`src/verilog/adcc_pkg.sv`:
```
// Purpose: Shared constants and types for the converter sample/convert control block
// Assumes: APB register map with one 32-bit aligned word per register
// Notes:   Offsets, field positions, reset values and the default sampling count live here
package adcc_pkg;

    // Register byte offsets
    localparam logic [7:0] OFF_CON1  = 8'h00;
    localparam logic [7:0] OFF_CON2  = 8'h04;
    localparam logic [7:0] OFF_CHSEL = 8'h08;
    localparam logic [7:0] OFF_BUF   = 8'h40;
    localparam logic [7:0] BUF_MASK  = 8'hC0;

    // Control register one fields
    localparam int CON1_ON      = 15;
    localparam int CON1_SIDL    = 13;
    localparam int CON1_FORM_LO = 8;
    localparam int CON1_SRC_LO  = 5;
    localparam int CON1_AUTO_SAMPLE_START    = 2;
    localparam int CON1_SAMPLE_ENABLE    = 1;
    localparam int CON1_DONE    = 0;

    // Control register two fields
    localparam int CON2_VCFG_LO = 13;
    localparam int CON2_BUFFER_FILL_HALF    = 7;
    localparam int CON2_SMPI_LO = 2;
    localparam int CON2_SPLIT_BUFFER_MODE    = 1;
    localparam int CON2_ALTERNATE_MUX_SAMPLE    = 0;

    // Channel select register fields
    localparam int CHSEL_A_LO = 0;
    localparam int CHSEL_B_LO = 8;

    // Reset values
    localparam logic [15:0] CON1_RST  = 16'h0000;
    localparam logic [15:0] CON2_RST  = 16'h0000;
    localparam logic [3:0]  CHAN_RST  = 4'h0;

    // Channels 0..5 and 10..12 exist
    localparam logic [15:0] CHANNEL_MASK = 16'h1C3F;

    // Sizes and counts
    localparam int unsigned RES_W              = 10;
    localparam int unsigned BUF_WORDS          = 16;
    localparam int unsigned AUTO_SAMPLE_CYCLES = 16;

    typedef enum logic [1:0] {
        FMT_INT     = 2'h0,
        FMT_SINT    = 2'h1,
        FMT_FRAC    = 2'h2,
        FMT_SFRAC   = 2'h3
    } adcc_fmt_t;

    typedef enum logic [2:0] {
        TRIG_SW     = 3'h0,
        TRIG_PIN    = 3'h1,
        TRIG_TIMER  = 3'h2,
        TRIG_CHARGE = 3'h6,
        TRIG_AUTO   = 3'h7
    } adcc_trig_t;

    typedef enum logic [1:0] {
        PH_OFF,
        PH_HOLD,
        PH_SAMPLE,
        PH_CONVERT
    } adcc_phase_t;

endpackage

```
`src/verilog/adcc_top.sv`:
```
// Purpose: Sample/convert control, result buffer and APB registers of the converter
// Assumes: Analog front end converts after conv_start_o and answers with conv_ready_i
// Notes:   Nothing below gates on sleep, so conversion carries on in sleep, and in idle unless idle-stop is set
//
// Notes on behaviour
// - Converter runs only while switched on
// - Switching off clears all buffered results
// - Idle-stop bit halts converter during idle
// - Four result formats from 10-bit code
// - Code 000: clearing sample bit starts conversion
// - Code 111: internal counter starts conversion
// - Pin edge, timer or charge event start
// - Auto-sample restarts sampling after each conversion
// - Without auto-sample, software starts sampling
// - Sample bit shows acquiring versus holding
// - Done bit set on finish, writable
// - Reference select drives reference switches
// - Sixteen result words held
// - Nine selectable channels: 0-5, 10-12
// - Keeps converting in sleep, and in idle unless idle-stop is set
// - Interrupt every N+1 sequences
// - Split mode fills two 8-word halves
// - Fill-half bit shows half being filled
// - Alternate mode: A first, then B/A
`timescale 1ns/100ps
module adcc_top
    import adcc_pkg::*;
#(
    parameter int unsigned SAMPLE_CYCLES = AUTO_SAMPLE_CYCLES
)
(
    // Clock, reset, enable
    input  wire logic             clk_i,
    input  wire logic             rst_n_i,
    input  wire logic             ce_i,
    // APB slave
    input  wire logic             psel_i,
    input  wire logic             penable_i,
    input  wire logic             pwrite_i,
    input  wire logic [7:0]       paddr_i,
    input  wire logic [31:0]      pwdata_i,
    output logic      [31:0]      prdata_o,
    output logic                  pready_o,
    output logic                  pslverr_o,
    // Device power state
    input  wire logic             idle_mode_i,
    // Trigger sources
    input  wire logic             external_irq_pin_zero_i,
    input  wire logic             timer_three_match_i,
    input  wire logic             charge_measure_unit_event_i,
    // Analog front end
    input  wire logic             conv_ready_i,
    input  wire logic [RES_W-1:0] conv_data_i,
    output logic                  conv_start_o,
    output logic                  sample_hold_o,
    output logic                  converter_on_o,
    output logic                  ref_plus_ext_o,
    output logic                  ref_minus_ext_o,
    output logic      [3:0]       mux_channel_o,
    output logic                  mux_b_select_o,
    // Event to the interrupt controller
    output logic                  converter_irq_flag_o
);
    import adcc_pkg::*;

    adcc_phase_t      phase_r;
    logic             converter_on_r;
    logic             converter_idle_stop_r;
    logic [1:0]       result_format_r;
    logic [2:0]       trigger_source_select_r;
    logic             auto_sample_start_r;
    logic             done_r;
    logic [2:0]       reference_select_r;
    logic [3:0]       sequences_per_irq_r;
    logic             split_buffer_mode_r;
    logic             alternate_mux_sample_r;
    logic [3:0]       chan_a_r;
    logic [3:0]       chan_b_r;
    logic [RES_W-1:0] buf_r [BUF_WORDS];
    logic [3:0]       wr_ptr_r;
    logic [3:0]       seq_cnt_r;
    logic             buffer_fill_half_r;
    logic             alt_phase_r;
    logic [15:0]      sample_enable_cnt_r;
    logic             conv_start_r;
    logic             irq_r;
    logic [31:0]      prdata_r;

    logic             wr_acc;
    logic             rd_setup;
    logic             wr_con1;
    logic             wr_con2;
    logic             wr_chsel;
    logic             mapped;
    logic             run;
    logic             sampling;
    logic             sw_end;
    logic             sw_start;
    logic             sw_abort;
    logic             trig_end;
    logic             end_sample;
    logic             complete;
    logic             count_done;
    logic [3:0]       wr_idx;
    logic [15:0]      fmt_word;
    logic [15:0]      con1_word;
    logic [15:0]      con2_word;
    logic [31:0]      rd_word;
    logic [3:0]       new_a;
    logic [3:0]       new_b;

    // APB decode; ce_i low stretches the access phase instead of losing it
    assign pready_o  = ce_i;
    assign wr_acc    = psel_i & penable_i & pwrite_i & ce_i;
    assign rd_setup  = psel_i & ~penable_i & ~pwrite_i & ce_i;
    assign mapped    = (paddr_i[1:0] == 2'h0) &&
                       ((paddr_i == OFF_CON1) || (paddr_i == OFF_CON2) ||
                        (paddr_i == OFF_CHSEL) || ((paddr_i & BUF_MASK) == OFF_BUF));
    assign pslverr_o = psel_i & penable_i & ~mapped;
    assign wr_con1   = wr_acc && (paddr_i == OFF_CON1);
    assign wr_con2   = wr_acc && (paddr_i == OFF_CON2);
    assign wr_chsel  = wr_acc && (paddr_i == OFF_CHSEL);
    assign prdata_o  = prdata_r;

    // Core control
    assign run        = converter_on_r & ~(converter_idle_stop_r & idle_mode_i)
                        & ce_i;
    assign sampling   = (phase_r == PH_SAMPLE);
    assign sw_end     = wr_con1 && !pwdata_i[CON1_SAMPLE_ENABLE] && sampling;
    assign sw_start   = wr_con1 && pwdata_i[CON1_SAMPLE_ENABLE] && (phase_r == PH_HOLD) && run;
    assign sw_abort   = sw_end && (trigger_source_select_r != TRIG_SW);
    assign count_done = (sample_enable_cnt_r == 16'(SAMPLE_CYCLES - 1));
    assign end_sample = run && sampling && trig_end;
    assign complete   = run && (phase_r == PH_CONVERT) && conv_ready_i;
    assign wr_idx     = split_buffer_mode_r ? {buffer_fill_half_r, wr_ptr_r[2:0]}
                                            : wr_ptr_r;

    adcc_trig_sel u_trig
    (
        .clk_i        (clk_i),
        .rst_n_i      (rst_n_i),
        .ce_i         (ce_i),
        .src_i        (trigger_source_select_r),
        .sw_end_i     (sw_end),
        .pin_i        (external_irq_pin_zero_i),
        .timer_i      (timer_three_match_i),
        .charge_i     (charge_measure_unit_event_i),
        .count_done_i (count_done),
        .end_o        (trig_end)
    );

    adcc_result_fmt u_fmt
    (
        .form_i (result_format_r),
        .raw_i  (buf_r[paddr_i[5:2]]),
        .word_o (fmt_word)
    );

    // Configuration registers
    always_ff @(posedge clk_i or negedge rst_n_i)
    begin
        if (!rst_n_i)
        begin
            converter_on_r          <= CON1_RST[CON1_ON];
            converter_idle_stop_r   <= CON1_RST[CON1_SIDL];
            result_format_r         <= CON1_RST[CON1_FORM_LO +: 2];
            trigger_source_select_r <= CON1_RST[CON1_SRC_LO +: 3];
            auto_sample_start_r     <= CON1_RST[CON1_AUTO_SAMPLE_START];
            reference_select_r      <= CON2_RST[CON2_VCFG_LO +: 3];
            sequences_per_irq_r     <= CON2_RST[CON2_SMPI_LO +: 4];
            split_buffer_mode_r     <= CON2_RST[CON2_SPLIT_BUFFER_MODE];
            alternate_mux_sample_r  <= CON2_RST[CON2_ALTERNATE_MUX_SAMPLE];
        end
        else if (wr_con1)
        begin
            converter_on_r          <= pwdata_i[CON1_ON];
            converter_idle_stop_r   <= pwdata_i[CON1_SIDL];
            result_format_r         <= pwdata_i[CON1_FORM_LO +: 2];
            trigger_source_select_r <= pwdata_i[CON1_SRC_LO +: 3];
            auto_sample_start_r     <= pwdata_i[CON1_AUTO_SAMPLE_START];
        end
        else if (wr_con2)
        begin
            reference_select_r      <= pwdata_i[CON2_VCFG_LO +: 3];
            sequences_per_irq_r     <= pwdata_i[CON2_SMPI_LO +: 4];
            split_buffer_mode_r     <= pwdata_i[CON2_SPLIT_BUFFER_MODE];
            alternate_mux_sample_r  <= pwdata_i[CON2_ALTERNATE_MUX_SAMPLE];
        end
    end

    // Unavailable channel numbers are refused and the old choice stays
    assign new_a = pwdata_i[CHSEL_A_LO +: 4];
    assign new_b = pwdata_i[CHSEL_B_LO +: 4];

    always_ff @(posedge clk_i or negedge rst_n_i)
    begin
        if (!rst_n_i)
        begin
            chan_a_r <= CHAN_RST;
            chan_b_r <= CHAN_RST;
        end
        else if (wr_chsel)
        begin
            if (CHANNEL_MASK[new_a]) chan_a_r <= new_a;
            if (CHANNEL_MASK[new_b]) chan_b_r <= new_b;
        end
    end

    // Sample/convert phase
    always_ff @(posedge clk_i or negedge rst_n_i)
    begin
        if (!rst_n_i)
            phase_r <= PH_OFF;
        else if (ce_i)
        begin
            case (phase_r)
                PH_OFF:     if (run) phase_r <= PH_HOLD;
                PH_HOLD:    if (sw_start) phase_r <= PH_SAMPLE;
                PH_SAMPLE:  if (end_sample) phase_r <= PH_CONVERT;
                            else if (sw_abort && run) phase_r <= PH_HOLD;
                PH_CONVERT: if (complete)
                                phase_r <= auto_sample_start_r ? PH_SAMPLE : PH_HOLD;
                default:    phase_r <= PH_OFF;
            endcase
            if (!converter_on_r)
                phase_r <= PH_OFF;
        end
    end

    // Sampling time counter for the auto-convert source
    always_ff @(posedge clk_i or negedge rst_n_i)
    begin
        if (!rst_n_i)
            sample_enable_cnt_r <= 16'h0000;
        else if (run)
            sample_enable_cnt_r <= sampling ? sample_enable_cnt_r + 16'h0001 : 16'h0000;
    end

    // Done flag; completion wins over a software write in the same cycle
    always_ff @(posedge clk_i or negedge rst_n_i)
    begin
        if (!rst_n_i)
            done_r <= CON1_RST[CON1_DONE];
        else if (ce_i)
        begin
            if (!converter_on_r)
                done_r <= 1'b0;
            else if (complete)
                done_r <= 1'b1;
            else if (sw_start)
                done_r <= 1'b0;
            else if (wr_con1)
                done_r <= pwdata_i[CON1_DONE];
        end
    end

    always_ff @(posedge clk_i or negedge rst_n_i)
    begin
        if (!rst_n_i)
            conv_start_r <= 1'b0;
        else if (ce_i)
            conv_start_r <= end_sample;
    end

    // Result buffer; contents are wiped while the module is off
    always_ff @(posedge clk_i or negedge rst_n_i)
    begin
        if (!rst_n_i)
        begin
            for (int i = 0; i < BUF_WORDS; i++)
                buf_r[i] <= '0;
        end
        else if (ce_i)
        begin
            if (!converter_on_r)
            begin
                for (int i = 0; i < BUF_WORDS; i++)
                    buf_r[i] <= '0;
            end
            else if (complete)
                buf_r[wr_idx] <= conv_data_i;
        end
    end

    // Sequence counting, fill pointer, half select, mux alternation
    always_ff @(posedge clk_i or negedge rst_n_i)
    begin
        if (!rst_n_i)
        begin
            seq_cnt_r          <= 4'h0;
            wr_ptr_r           <= 4'h0;
            buffer_fill_half_r <= 1'b0;
            alt_phase_r        <= 1'b0;
            irq_r              <= 1'b0;
        end
        else if (ce_i)
        begin
            irq_r <= 1'b0;
            if (!converter_on_r)
            begin
                seq_cnt_r          <= 4'h0;
                wr_ptr_r           <= 4'h0;
                buffer_fill_half_r <= 1'b0;
                alt_phase_r        <= 1'b0;
            end
            else if (complete)
            begin
                alt_phase_r <= alternate_mux_sample_r & ~alt_phase_r;
                if (seq_cnt_r == sequences_per_irq_r)
                begin
                    seq_cnt_r          <= 4'h0;
                    wr_ptr_r           <= 4'h0;
                    irq_r              <= 1'b1;
                    buffer_fill_half_r <= buffer_fill_half_r ^ split_buffer_mode_r;
                end
                else
                begin
                    seq_cnt_r <= seq_cnt_r + 4'h1;
                    wr_ptr_r  <= wr_ptr_r + 4'h1;
                end
            end
        end
    end

    // Register read data, captured in the setup phase
    assign con1_word = {converter_on_r, 1'b0, converter_idle_stop_r, 3'h0, result_format_r,
                        trigger_source_select_r, 2'h0, auto_sample_start_r, sampling, done_r};
    assign con2_word = {reference_select_r, 5'h00, buffer_fill_half_r, 1'b0,
                        sequences_per_irq_r, split_buffer_mode_r, alternate_mux_sample_r};

    always_comb
    begin
        rd_word = 32'h0000_0000;
        if (paddr_i == OFF_CON1)
            rd_word = {16'h0000, con1_word};
        else if (paddr_i == OFF_CON2)
            rd_word = {16'h0000, con2_word};
        else if (paddr_i == OFF_CHSEL)
            rd_word = {20'h00000, chan_b_r, 4'h0, chan_a_r};
        else if (mapped)
            rd_word = {16'h0000, fmt_word};
    end

    always_ff @(posedge clk_i or negedge rst_n_i)
    begin
        if (!rst_n_i)
            prdata_r <= 32'h0000_0000;
        else if (rd_setup)
            prdata_r <= rd_word;
    end

    // Front-end outputs
    assign conv_start_o         = conv_start_r;
    assign sample_hold_o        = sampling;
    assign converter_on_o       = converter_on_r;
    assign ref_plus_ext_o       = (reference_select_r == 3'h1) ||
                                  (reference_select_r == 3'h3);
    assign ref_minus_ext_o      = (reference_select_r == 3'h2) ||
                                  (reference_select_r == 3'h3);
    assign mux_b_select_o       = alt_phase_r;
    assign mux_channel_o        = alt_phase_r ? chan_b_r : chan_a_r;
    assign converter_irq_flag_o = irq_r;
endmodule // adcc_top

```
`src/verilog/adcc_result_fmt.sv`:
```
// Purpose: Presents a raw result word in one of four formats
// Assumes: Raw result is an offset-binary 10-bit code
// Notes:   Pure combinational; formatting happens on read
`timescale 1ns/100ps
module adcc_result_fmt
    import adcc_pkg::*;
(
    // Format select and data
    input  wire logic [1:0]       form_i,
    input  wire logic [RES_W-1:0] raw_i,
    output logic      [15:0]      word_o
);
    import adcc_pkg::*;

    logic [RES_W-1:0] sgn_code;

    // Midscale becomes zero for signed forms
    assign sgn_code = {~raw_i[RES_W-1], raw_i[RES_W-2:0]};

    always_comb
    begin
        case (form_i)
            FMT_INT:   word_o = {6'h00, raw_i};
            FMT_SINT:  word_o = {{6{sgn_code[RES_W-1]}}, sgn_code};
            FMT_FRAC:  word_o = {raw_i, 6'h00};
            FMT_SFRAC: word_o = {sgn_code, 6'h00};
            default:   word_o = 16'h0000;
        endcase
    end

endmodule // adcc_result_fmt

```
`src/verilog/adcc_trig_sel.sv`:
```
// Purpose: Chooses the event that ends sampling and starts conversion
// Assumes: Trigger inputs are synchronous to clk_i
// Notes:   Reserved codes never fire, so sampling runs until software stops it
`timescale 1ns/100ps
module adcc_trig_sel
    import adcc_pkg::*;
(
    // Clock and reset
    input  wire logic       clk_i,
    input  wire logic       rst_n_i,
    input  wire logic       ce_i,
    // Selection and sources
    input  wire logic [2:0] src_i,
    input  wire logic       sw_end_i,
    input  wire logic       pin_i,
    input  wire logic       timer_i,
    input  wire logic       charge_i,
    input  wire logic       count_done_i,
    // Result
    output logic            end_o
);
    import adcc_pkg::*;

    logic pin_prev_r;

    always_ff @(posedge clk_i or negedge rst_n_i)
    begin
        if (!rst_n_i)
            pin_prev_r <= 1'b0;
        else if (ce_i)
            pin_prev_r <= pin_i;
    end

    always_comb
    begin
        case (src_i)
            TRIG_SW:     end_o = sw_end_i;
            TRIG_PIN:    end_o = pin_i & ~pin_prev_r;
            TRIG_TIMER:  end_o = timer_i;
            TRIG_CHARGE: end_o = charge_i;
            TRIG_AUTO:   end_o = count_done_i;
            default:     end_o = 1'b0;
        endcase
    end

endmodule // adcc_trig_sel

```
`config.mk`:
```
export PLATFORM = sky130hd
export DESIGN_NAME = adcc_top
export DESIGN_NICKNAME = d
export VERILOG_FILES = /design/src/verilog/adcc_pkg.sv /design/src/verilog/adcc_top.sv /design/src/verilog/adcc_result_fmt.sv /design/src/verilog/adcc_trig_sel.sv
export SDC_FILE = /design/constraint.sdc
export NUM_CORES = 1
export LEC_CHECK = 0
export BUFFER_PORTS_ARGS = -buffer_cell sky130_fd_sc_hd__buf_2
export CAP_MARGIN = 20
export CORE_AREA = 2 2 136 138
export DETAILED_ROUTE_END_ITERATION = 12
export DIE_AREA = 0 0 138 140
export GPL_TIMING_DRIVEN = 0
export PLACE_DENSITY = 0.85
export RECOVER_POWER = 100
export SLEW_MARGIN = 10
export SYNTH_ARGS = -nofsm -noshare
export SYNTH_HDL_FRONTEND = slang
export SYNTH_HIERARCHICAL = 1
export SYNTH_SLANG_ARGS = --single-unit
```
`constraint.sdc`:
```
create_clock -name clk_i -period 4.5 [get_ports clk_i]
set_input_delay 0.45 -clock clk_i [delete_from_list [all_inputs] [get_ports clk_i]]
set_output_delay 0.45 -clock clk_i [all_outputs]
set_load 0.1 [all_outputs]
```
==> metrics.md <==
| Metric | Value |
|---|---|
| Ratio of final minimum period to clock period | approximately four fifths |
| Fill cells | approximately 1,200 |
| Gr ovfl total | 0 |
| Clk buf depth | 3 |
| Aggregate global-route resource usage | between 30% and 40% |
| Cells taking the most area after synthesis | dfrtp_1, a22o_1, mux4_2 |
| Synth area leader | dfrtp_1 |
| Number of buffers added by the clock tree synthesis step | 24 |
| TritonCTS clock tree | done |
| Setup-violating endpoint count in the final report | 0 |
| Critical Path Sink Type | flop |
| GR met1 Demand/Resource | 45.5% |
| Vertical die dimension | about 140 microns |
| Total Wirelength | roughly 31,000 microns |
| Vias | 8,819 |
| Category of cells accounting for the largest share of critical-path delay | buffers and inverters |
| Max-slew violation count | 22 |
| Total inserted antenna cells | 0 |
| Routed len/inst | between 20 and 25 microns |
| Number of rows created at floorplan | between 40 and 50 |
| Cells traversed along the worst timing path | clkbuf_1 > clkbuf_1 > mux4_2 > mux4_2 > and2b_1 > nor3_1 > a21oi_1 > a32o_1 > a221oi_1 > nor2_1 |
| Number of global-route vias before repair | around 8,900 |
| Distinct cell type count of the synthesized netlist | 62 |
| Total leakage power | between 5 and 6 nW |
| Slowest cell on the critical path | clkbuf_1 |
| DRC violations left | 0 |
| Global-route wire length before repair | 50,100 microns |
| Clock network fraction of design power | between 40% and 50% |
| Weighted congestion reported at the end of routability-driven placement | between 0.9 and 1 |
| Minimum clock period after layout | 3.67 ns |
| Iter 0 DRT Violations | approximately 900 |
| Antenna violations before repair | 0 |
| Transition time of the tightest slew-check pin | around 1.5 ns |
| CTS Root Buffer Type | clkbuf_16 |
| Area enclosed by the die boundary | 19,300 sq um |
| Average footprint of a synthesized cell | ~12 sq um |
| Most common cell after layout, fill and taps aside | dfrtp_1 |
| Clock Pin Slew Worst Setup and Hold Paths | around 0.06 ns |
| Number of port buffers | 60 |
| Maximum number of pins on one net before global-route repair | between 100 and 150 |
| Count of max-cap constraint violations | 5 |
| Switch share | between 20% and 30% |
| Buffers & Inverters on Critical Path | 2 |
| Failing checks | capacitance limit, slew limit |
| Synthesis-to-finish area growth | 13.1% |
| Sequential power share | 43.9% |
| Biggest fanout along the worst timing path | 10 |
| Beginning of the worst hold path | pwdata_i[14] |
| Setup bufs post-CTS | 0 |
| Area share of the leading cell type in the synthesized netlist | between 50 and 60% |
| Highest-utilization routing layer at the global route stage | met2 |
| H-tree lvl count | 1 |
| Net switching power | between 1 and 1.5 mW |
| Slew Limit Headroom | -1.62% |
| Insertion delay to the later sink of the worst-skew pair | ~0.54 ns |
| Width of the die | approximately 140 microns |
| Detail Route Antenna Nets | 0 |
| Number of nets at the end of the flow | between 1,000 and 1,500 |
| Startpoint Class | input pin |
| Internal power contribution | 3.58 mW |
| Detailed placer's ending HPWL | 20,700 microns |
| Met2 Use GR | around half |
| Core Area | roughly 18,000 sq um |
| Type of the worst min-delay path | input pin to flop |
| RSZ-0062 raised after global routing | false |
| Proportion of synthesized flip-flops having asynchronous set or reset | 100% |
| Vias per cell | 6.92 |
| DP Area | about 12,000 sq um |
| Arr. time, crit path | between 4 and 5 ns |
| Number of clock sinks | approximately 230 |
| Sequential-to-total area share from yosys stat | roughly half |
| Peak VDD IR | ~0.36 mV |
| Count of synthesis-stage warnings from yosys | 6 |
| Overall power of the completed layout | between 4 and 5 mW |
| Post-Synthesis Cells | between 900 and 1,000 |
| Share of post-route cells with drive strength above 1 | roughly 18% |
| Post-synthesis register bit count | 233 |
| Power per Cell Area | ~380 nW/um^2 |
| Count of final hold-check violations | 0 |
| Worst setup skew after layout | approximately 0.024 ns |
| Crit path largest cell delay | 0.77 ns |
| Result of the run | complete, but fails checks |
| Relative contribution of combinational cells to total power | ~11% |
| EDFF count, synth | 0 |
| Crit. Startpoint | paddr_i[2] |
| Worst EP required | 4.90 ns |
| Critical path start-end classification | input pin to flop |
| Worst R2R Start | converter_on_o |
| Total iterations of the first detailed-routing run | 7 |
| Commonest cells after routing, fill and taps aside | dfrtp_1, a22o_1, clkbuf_1 |
| Number of cells upsized or downsized after cts | 0 |
| Area of all placed cells without fillers | between 10,000 and 15,000 sq um |
| Post-CTS Hold Buffers | 1 |
| Main flop type after synthesis | dfrtp_1 |
| Achievable frequency | ~270 MHz |
| Initial Util | a little under two thirds |
| Number of top-level design ports | 106 |
| Met3 GRT Util | between 7 and 8% |
| Netlist area before placement | 11,300 sq um |
-- state kept, by name (all words and copies together), names as in the netlist, 3 cells and up --
register                 flops
reference_select_r           3
chan_a_r                     4
chan_b_r                     4
trigger_source_select_r      3
seq_cnt_r                    4
prdata_o                    16
sequences_per_irq_r          4
sample_enable_cnt_r         16
wr_ptr_r                     4
buf_r                      160
-- through the flow --
step / util [%] / instances / setup WS [ns] / setup TNS (ns) / hold WS [ns]
after global routing: 71.7 / 1275 / 0.527 / 0 / 0.161
final: 71.7 / 1275 / 0.826 / 0 / 0.160
after CTS: 72.4 / 1274 / 1.10 / 0 / 0.161
after detailed placement: 67.4 / 1231 / 0.591 / 0 / 0.254
after floorplan: - / 940 / 1.25 / 0 / 0.154
after global placement: 67.0 / 1229 / -0.934 / -214.72 / 0.462
-- metal layers --
| metal | vias to the layer above | wire [microns] |
|---|---|---|
| li1 | 3707 | - |
| met1 | 4387 | 12300 |
| met2 | 618 | 14500 |
| met3 | 107 | 3100 |
| met4 | 0 | 1410 |
| met5 | - | 0 |
-- kinds of logic (layout without fill, tap and decap cells) --
kind of cell | count (synthesis) | in the layout | synth area share, %
AO/OA/AOI/OAI | 285 | 285 | 19.5
XOR/XNOR | 5 | 5 | 0.388
adder cells (fa/ha/maj) | 6 | 6 | 0.666
buffers and inverters | 106 | 212 | 4.49
flip-flops | 233 | 233 | 51.7
multiplexers | 81 | 81 | 13.4
other | 1 | 16 | 0.0333
AND/OR/NAND/NOR | 208 | 208 | 9.80
-- area by class of cell --
| class | instances | area (sq um) | share of cell area [%] |
|---|---|---|---|
| plain buffers | 91 | 437 | 3.43 |
| clock buffers | 35 | 702 | 5.51 |
| clock inverters | 7 | 171 | 1.34 |
| inverters | 15 | 56.3 | 0.442 |
| multi-input cells | 601 | 4930 | 38.7 |
| flip-flops and latches | 233 | 5830 | 45.7 |
| well taps | 229 | 287 | 2.25 |
| repair buffers | 64 | 332 | 2.60 |
-- power groups by stage --
stage | clock, mW | sequential, mW | combinational, mW
after floorplan | 0 | 2.36 | 0.212
after global placement | 0 | 2.18 | 0.533
after detailed placement | 0 | 2.18 | 0.547
after CTS | 2.20 | 2.14 | 0.550
after global routing | 2.28 | 2.15 | 0.569
final | 2.20 | 2.15 | 0.541
-- synth_stat cells (3+ instances only) --
cell type / count
nand2_1: 47
buf_1: 12
a21o_1: 7
or3_1: 4
nand3_1: 16
and2b_1: 3
nand2b_1: 10
o31ai_1: 5
a32o_1: 3
a21oi_1: 14
and2_1: 14
o21ai_0: 37
o21ai_1: 17
or2_2: 3
a22o_1: 163
a22oi_1: 6
clkbuf_1: 38
a31oi_1: 8
buf_2: 21
mux2_2: 21
ha_1: 6
nor2_1: 54
nand4_1: 7
xor2_1: 4
nor2b_1: 9
mux4_2: 50
and3_1: 8
mux2_4: 9
a221oi_1: 10
nor4_1: 7
buf_4: 18
nor3_1: 10
inv_1: 15
dfrtp_1: 233
nor4b_1: 3
-- worst paths after layout --
path | slack [ns] | endpoint | cells past startpoint
max | 0.83 | prdata_o[2] | 10
min | 0.16 | reference_select_r[1] | 2
max reg2reg | 1.34 | buf_r[131] | 6
min reg2reg | 0.49 | buf_r[138] | 1
max in group asynchronous | 3.07 | wr_ptr_r[2] | 3
min in group asynchronous | 0.46 | chan_b_r[0] | 2
Note: power is estimated with default switching activity, not from simulation.
